### src/hdl/cig_consts.vh
// Constants for the processor I/O cycle glue logic
// Overview of operation
// - Assert I/O wait on I/O request with read or write until chain completes.
// - Four-stage I/O timing chain held cleared until an I/O request appears.
// - Registered direction line: low for I/O write, high for I/O read.
// - Peripheral enable during refresh cycles or from timing chain during I/O.
// - Disk write strobe from first chain stage, qualified by last stage, on write.
// - Disk read strobe from first chain stage with processor read, unqualified.
// - Counter-timer read and write strobes are the disk read and write strobes.
// - Pushbutton sets stage one, sync moves to stage two, refresh to stage three.
// - Stage two clears stage one; next sync clears stage three, ending reset.
// - Pushbutton reset stays short, bounded by sync sequencing, preserving DRAM.
// - Pushbutton reset also raises an interrupt request to the processor.
// - Power-on detector asserts reset asynchronously; release follows two clocks after it drops.
// - System reset fans out to processor and all peripheral resets.
// - I/O request with opcode fetch forms acknowledge, driving data bit 0 low.
// - Serial controller supplies vector; otherwise pulled-up lines give FE.
// - Video RAM stall while DMA or display read of video RAM is active.
// - Bus request and non-maskable interrupt held inactive high.
// - One-of-eight decoder gives at most one active-low chip select.
// - Decode only when stretched select active and address bit 7 low.
// - Address bits 0 and 1 choose the system peripheral's internal function.
// - I/O chip select starts on request with read or write, then latched.
// - Port addresses 00 to 03 select the system parallel interface peripheral.
`ifndef CIG_CONSTS_VH
`define CIG_CONSTS_VH
`define CIG_CHAIN_LEN     4
`define CIG_TICK_DIV      50
`define CIG_TICK_W        6
`define CIG_VECTOR_FIXED  8'hFE
`define CIG_SYS_PORT_LO   8'h00
`define CIG_SYS_PORT_HI   8'h03
`define CIG_ADDR_EN_BIT   7
`endif

### src/hdl/cig_glue.v
// Processor I/O cycle glue: wait stretch, strobes, reset sequencing, I/O decode
`include "cig_consts.vh"
module cig_glue #(
  parameter TICK_DIV = `CIG_TICK_DIV
) (
  // Clock and reset
  input  wire       clk_sys,
  input  wire       rst_n,
  // Processor bus, active-low controls
  input  wire [7:0] cpu_addr,
  input  wire       io_request_n,
  input  wire       cpu_rd_n,
  input  wire       cpu_wr_n,
  input  wire       opcode_fetch_cycle_n,
  input  wire       refresh_cycle_flag_n,
  // Sequencing events and sources
  input  wire       hsync,
  input  wire       pushbutton,
  input  wire       power_on_n,
  input  wire       dma_active,
  input  wire       video_read_active,
  // Processor control outputs
  output wire       io_stretch_wait_n,
  output wire       video_ram_stall_n,
  output wire       cpu_wait_n,
  output wire       bus_request_in_n,
  output wire       nmi_n,
  output wire       pb_irq_n,
  output wire       sys_reset_n,
  // Interrupt acknowledge data bit 0
  output wire       ack_d0_out,
  output wire       ack_d0_oe,
  // Peripheral strobes
  output reg        io_direction_line,
  output wire       periph_enable,
  output wire       disk_read_strobe_n,
  output wire       disk_write_strobe_n,
  output wire       ctc_read_strobe_n,
  output wire       ctc_write_strobe_n,
  // Chip selects
  output wire       io_cycle_select_n,
  output wire [7:0] dev_select_n,
  output wire       system_port_select_n
);

  reg [`CIG_TICK_W-1:0] tick_cnt_r;
  reg [`CIG_CHAIN_LEN-1:0] chain_r;
  reg       io_cycle_select_latch_r;
  reg       pb_s1_r;
  reg       pb_s2_r;
  reg       pb_s3_r;
  reg       pb_irq_r;
  reg       pb_prev_r;
  reg       hs_prev_r;
  reg       rf_prev_r;
  reg       por_s1_r;
  reg       por_s2_r;
  wire      io_req;
  wire      tick;
  wire      hs_edge;
  wire      rf_edge;
  wire      pb_edge;
  wire      decode_en;

  // 4 MHz step derived from the 200 MHz system clock
  assign tick = (tick_cnt_r == TICK_DIV[`CIG_TICK_W-1:0] - 6'h01);
  always @(posedge clk_sys or negedge rst_n)
  begin
    if (!rst_n)
      tick_cnt_r <= 6'h00;
    else if (tick)
      tick_cnt_r <= 6'h00;
    else
      tick_cnt_r <= tick_cnt_r + 6'h01;
  end

  assign io_req = !io_request_n && (!cpu_rd_n || !cpu_wr_n);

  // Timing chain, cleared outside I/O requests so each cycle starts fresh
  always @(posedge clk_sys or negedge rst_n)
  begin
    if (!rst_n)
      chain_r <= 4'h0;
    else if (!io_req)
      chain_r <= 4'h0;
    else if (tick)
      chain_r <= {chain_r[2:0], 1'b1};
  end

  // Wait until the last stage shows the access done
  assign io_stretch_wait_n = !(io_req && !chain_r[`CIG_CHAIN_LEN-1]);
  assign video_ram_stall_n = !(dma_active || video_read_active);
  assign cpu_wait_n = io_stretch_wait_n && video_ram_stall_n;
  assign bus_request_in_n = 1'b1;
  assign nmi_n = 1'b1;

  // Direction line registered from write indication
  always @(posedge clk_sys or negedge rst_n)
  begin
    if (!rst_n)
      io_direction_line <= 1'b1;
    else if (io_req)
      io_direction_line <= cpu_wr_n;
  end

  assign periph_enable = !refresh_cycle_flag_n || (io_req && chain_r[`CIG_CHAIN_LEN-1]);
  // Write strobe waits for the chain end so data has settled on the bus
  assign disk_write_strobe_n = !(chain_r[0] && chain_r[`CIG_CHAIN_LEN-1] && !cpu_wr_n);
  assign disk_read_strobe_n = !(chain_r[0] && !cpu_rd_n);
  assign ctc_read_strobe_n = disk_read_strobe_n;
  assign ctc_write_strobe_n = disk_write_strobe_n;

  // Stretched I/O select: held until the request drops
  always @(posedge clk_sys or negedge rst_n)
  begin
    if (!rst_n)
      io_cycle_select_latch_r <= 1'b0;
    else if (io_request_n)
      io_cycle_select_latch_r <= 1'b0;
    else if (io_req)
      io_cycle_select_latch_r <= 1'b1;
  end
  assign io_cycle_select_n = !(io_req || io_cycle_select_latch_r);

  // One-of-eight decode, gated by select and address bit 7
  assign decode_en = !io_cycle_select_n && !cpu_addr[`CIG_ADDR_EN_BIT];
  genvar gi;
  generate
    for (gi = 0; gi < 8; gi = gi + 1)
    begin : g_dec
      assign dev_select_n[gi] = !(decode_en && (cpu_addr[6:4] == gi));
    end
  endgenerate
  // Ports 00-03 land here; bits 0 and 1 pick the function inside the part
  assign system_port_select_n = dev_select_n[0];

  // Acknowledge forces bit 0 low; pull-ups give FE unless serial part drives
  assign ack_d0_oe = !io_request_n && !opcode_fetch_cycle_n;
  assign ack_d0_out = 1'b0;

  // Edge detection of sequencing events
  assign hs_edge = hsync && !hs_prev_r;
  assign rf_edge = !refresh_cycle_flag_n && rf_prev_r;
  assign pb_edge = pushbutton && !pb_prev_r;
  always @(posedge clk_sys or negedge rst_n)
  begin
    if (!rst_n)
    begin
      hs_prev_r <= 1'b0;
      rf_prev_r <= 1'b1;
      pb_prev_r <= 1'b0;
    end
    else
    begin
      hs_prev_r <= hsync;
      rf_prev_r <= refresh_cycle_flag_n;
      pb_prev_r <= pushbutton;
    end
  end

  // Pushbutton sequencer: pulse spans one sync line, short enough for DRAM
  always @(posedge clk_sys or negedge rst_n)
  begin
    if (!rst_n)
    begin
      pb_s1_r <= 1'b0;
      pb_s2_r <= 1'b0;
      pb_s3_r <= 1'b0;
      pb_irq_r <= 1'b0;
    end
    else
    begin
      if (pb_s2_r)
        pb_s1_r <= 1'b0;
      else if (pb_edge)
        pb_s1_r <= 1'b1;
      if (hs_edge)
        pb_s2_r <= pb_s1_r;
      if (hs_edge && !pb_s1_r)
        pb_s3_r <= 1'b0;
      else if (rf_edge && pb_s2_r)
        pb_s3_r <= 1'b1;
      if (pb_s3_r)
        pb_irq_r <= 1'b1;
      else if (!opcode_fetch_cycle_n && !io_request_n)
        pb_irq_r <= 1'b0;
    end
  end
  assign pb_irq_n = !pb_irq_r;

  // Power-on detector synchronised for release; assert is immediate
  always @(posedge clk_sys or negedge rst_n)
  begin
    if (!rst_n)
    begin
      por_s1_r <= 1'b0;
      por_s2_r <= 1'b0;
    end
    else
    begin
      por_s1_r <= !power_on_n;
      por_s2_r <= por_s1_r;
    end
  end
  assign sys_reset_n = !(pb_s3_r || !power_on_n || por_s2_r);

endmodule

### config.mk
export PLATFORM = sky130hd
export DESIGN_NAME = cig_glue
export DESIGN_NICKNAME = d
export VERILOG_FILES = /design/src/hdl/cig_glue.v
export VERILOG_INCLUDE_DIRS = /design/src /design/src/hdl
export SDC_FILE = /design/constraint.sdc
export NUM_CORES = 1
export LEC_CHECK = 0
export BUFFER_PORTS_ARGS = -buffer_cell sky130_fd_sc_hd__buf_4
export CAP_MARGIN = 0
export CORE_MARGIN = 5
export CORE_UTILIZATION = 43
export CTS_BUF_LIST = sky130_fd_sc_hd__clkbuf_8
export DETAILED_ROUTE_END_ITERATION = 16
export PLACE_DENSITY = 0.76
export SYNTH_ARGS = -nofsm -noshare
export SYNTH_HDL_FRONTEND = slang
export SYNTH_SLANG_ARGS = --single-unit
export TNS_END_PERCENT = 30
### constraint.sdc
create_clock -name clk_sys -period 1.65 [get_ports clk_sys]
set_clock_uncertainty 0.2 [all_clocks]
set_input_delay 0.2475 -clock clk_sys [delete_from_list [all_inputs] [get_ports clk_sys]]
set_output_delay 0.2475 -clock clk_sys [all_outputs]
set_load 0.02 [all_outputs]
==> summary.txt <==
Global routing
  • First-pass GRT wire length: 3520 µm
  • Total track usage: 13.0%
  • Initial antenna violation count: 0
  • Total grt overflow: 0
  • Largest net degree at the start of global routing: 22
  • Number of global-route vias before repair: 858

Run
  • Max-cap violations: 0

Worst hold path
  • Hold_sp: opcode_fetch_cycle_n
  • HP Class: in2reg
  • Worst Hold End: pb_irq_r$_DFFE_PN0P_
  • Hold depth: 3

Timing
  • Setup Viol. Count Final: 0
  • Max-slew violations: 0
  • RSZ-0062 raised after global routing: true
  • Tmin final: 1620 ps
  • Setup Total Neg Slack: 0 ps
  • Final hold violation count: 0
  • Final Cycle Share: 98.5%
  • WHS: 46.4 ps
  • Max Freq: 615 MHz

Detailed routing
  • Antenna-violating nets left: 0
  • Routed vias/inst: 4.75
  • Avg WL per Cell: 11.9 µm
  • 1st-pass router iterations: 4
  • Vias: 802
  • Number of remaining DRC errors: 0
  • Starting DRT DRC Count: 15
  • WL final: 2000 µm

Power
  • Max rail drop VDD: 0.000675 V
  • Leak Pwr: 0.697 nW
  • Power per cell area: 842 nW/µm²

Worst setup path
  • Capturing element type of the critical path: flop
  • Cell mode on critical path: dlygate4sd3_1
  • WP buf/inv: 3
  • Critical path arrival: 1620 ps
  • Sequence of cells on the critical path: buf_4 -> dlygate4sd3_1 -> a31oi_1 -> dlygate4sd3_1
  • Worst r2r path cells: 6
  • CP max stage cell: dlygate4sd3_1
  • Slowest stage delay, CP: 560 ps
  • Worst setup SP type: input pin
  • Flop-to-flop setup slack: 90 ps
  • CP top delay family: buffers and inverters
  • CP max FO: 5
  • Worst r2r src: tick_cnt_r[1]$_DFF_PN0_
  • Reg2Reg Capture Point: chain_r[1]$_DFFE_PN0P_
  • WS Path Type: in2reg
  • Worst EP required: 1640 ps

Final layout
  • Nets: 164
  • Commonest non-fill, non-tap cell in the layout: buf_4
  • Most frequent cells in the layout: 40 x buf_4, 19 x dfrtp_1, 9 x inv_1, 9 x nor2_1, 8 x nand3_1
  • Synth-to-Final Area Change: 41.3%
  • Fraction of layout cells with a size suffix above 1: 35.5%
  • Number of diodes: 0
  • Finished Core Util: 63.2%
  • Non-Filler Instances: 169
  • Post-Layout Inst Area: 1400 µm²

Clock tree
  • Total clock sinks: 21
  • Reg clk slew, reported paths: 70 ps
  • Clock Tree Buf Depth: 2
  • Post CTS Setup Buffer Count: 0
  • Clock buffer count from CTS: 3
  • H-tree levels: 1
  • TritonCTS clock tree: done
  • Root Buffer Master: clkbuf_8
  • Worst-Skew Late Latency: 250 ps

Outcome
  • Status: finished, final reports clean

Die
  • Core area: 2210 µm²
  • Die Y: 58.0 µm
  • Num ports: 45
  • Initial core utilization: 44.7%
  • Core Rows: 17
  • Die area: 3360 µm²
  • Die X: 58.0 µm

Yosys
  • Yosys warns: 0
  • Post-synth cell types: 30
  • Area contributors post-synth: dfrtp_1 48%, dfstp_2 5.3%, buf_4 4.6%, nand3_1 4.0%, nor2_1 3.4%
  • Mapped Avg Cell Area: 10.3 µm²
  • Cell Area, Synth: 990 µm²
  • Biggest area consumer among synthesized cells: dfrtp_1
  • Synthesis-stage register bit count: 21
  • Register area share after synthesis: 53.4%
  • Share of the synthesized area in the top cell type: 48.0%
  • Synth Instances: 96

Placed design
  • Dpl cell area: 1280 µm²
  • Hpwl dp: 1590 µm
  • Placer Congestion: 0.831
  • Placed cells: 158
  • Port bufs: 37
-- cell type report --
type,count,area (µm²)
clock inverters,1,3.75
multi-input cells,61,390
well taps,28,35.0
repair buffers,47,370
fillers,185,813
inverters,8,30.0
flip-flops and latches,21,528
clock buffers,3,41.3
-- cell families after synthesis --
| kind of cell | count (synthesis) | share of synthesized area, % |
|---|---|---|
| compound gates | 9 | 6.45 |
| other cells | 2 | 0.759 |
| flops | 21 | 53.4 |
| xor+xnor | 3 | 2.66 |
| fa+ha+maj | 2 | 2.53 |
| mux | 4 | 4.17 |
| buf+inv | 15 | 8.09 |
| simple gates | 40 | 22.0 |
-- cells in the mapped netlist, drive strengths merged --
cell and n:
o221ai 1, mux2 1, xor2 1, xnor2 2, nand3 8, nand4 3, nor4 1, buf 7
nor2 9, or2 1, ha 2, a31oi 2, o21bai 1, o21a 1, nor3 1, inv 8
mux2i 3, nand3b 1, nand2b 3, dfrtp 19, dfstp 2, nand2 7, a21oi 3, or3b 1
and2 1, conb 2, nor2b 4, o22a 1
-- flip-flops by register name, summed over array words and instances (netlist names) --
| name | count |
|---|---|
| pb_s1_r | 1 |
| rf_prev_r | 1 |
| pb_irq_r | 1 |
| tick_cnt_r | 6 |
| pb_s2_r | 1 |
| por_s1_r | 1 |
| por_s2_r | 1 |
| pb_prev_r | 1 |
| chain_r | 4 |
| io_cycle_select_latch_r | 1 |
| pb_s3_r | 1 |
| io_direction_line | 1 |
| hs_prev_r | 1 |
-- layer usage --
layer / global-route usage, % / share of wire, % / vias up
met1: 14.5 / 39 / 371
met4: 3.97 / 0 / 0
li1: - / - / 399
met5: 0 / 0 / -
met3: 3.56 / 11 / 0
met2: 23.7 / 50 / 32
-- where the power goes --
group,total [mW],switching (mW),internal (mW)
clock,0.316,0.151,0.165
combinational,0.254,0.131,0.123
sequential,0.608,0.0315,0.577
total,1.18,0.313,0.865
-- worst register-to-register path, stage by stage (launching register included) --
cell     delay [ps]
dfrtp_1         420
inv_1            70
ha_1            160
nand2_2          70
nor4_4          190
buf_4           200
mux2i_1         180
-- timing repair --
| action | CTS | global route |
|---|---|---|
| pin swaps | 0 | 1 |
| hold buffers | 7 | 0 |
| hold endpoints to repair | 26 | 0 |
| resized for setup | 1 | 1 |
| setup endpoints to repair | 10 | 6 |
-- how the worst max path moves through the flow --
| stage | slack (ps) | startpoint | cells after the start | end |
|---|---|---|---|---|
| floorplan | 1 | cpu_rd_n | 5 | dev_select_n[0] |
| global placement | 150 | tick_cnt_r[1]$_DFF_PN0_ | 6 | chain_r[1]$_DFFE_PN0P_ |
| detailed placement | 100 | tick_cnt_r[1]$_DFF_PN0_ | 6 | chain_r[1]$_DFFE_PN0P_ |
| CTS | 20 | io_cycle_select_latch_r$_DFFE_PN0P_ | 3 | system_port_select_n |
| global route | -3 | tick_cnt_r[1]$_DFF_PN0_ | 6 | chain_r[3]$_DFFE_PN0P_ |
| finish | 30 | io_request_n | 4 | io_cycle_select_latch_r$_DFFE_PN0P_ |
-- stage by stage --
stage	worst slack (ps)	total power, mW
after floorplan	1.04	0.748
after global placement	150	0.852
after detailed placement	101	0.862
after CTS	21.4	1.19
after global routing	-3.26	1.25
final	25.3	1.18
No activity file was read; power rests on OpenSTA's default activity.
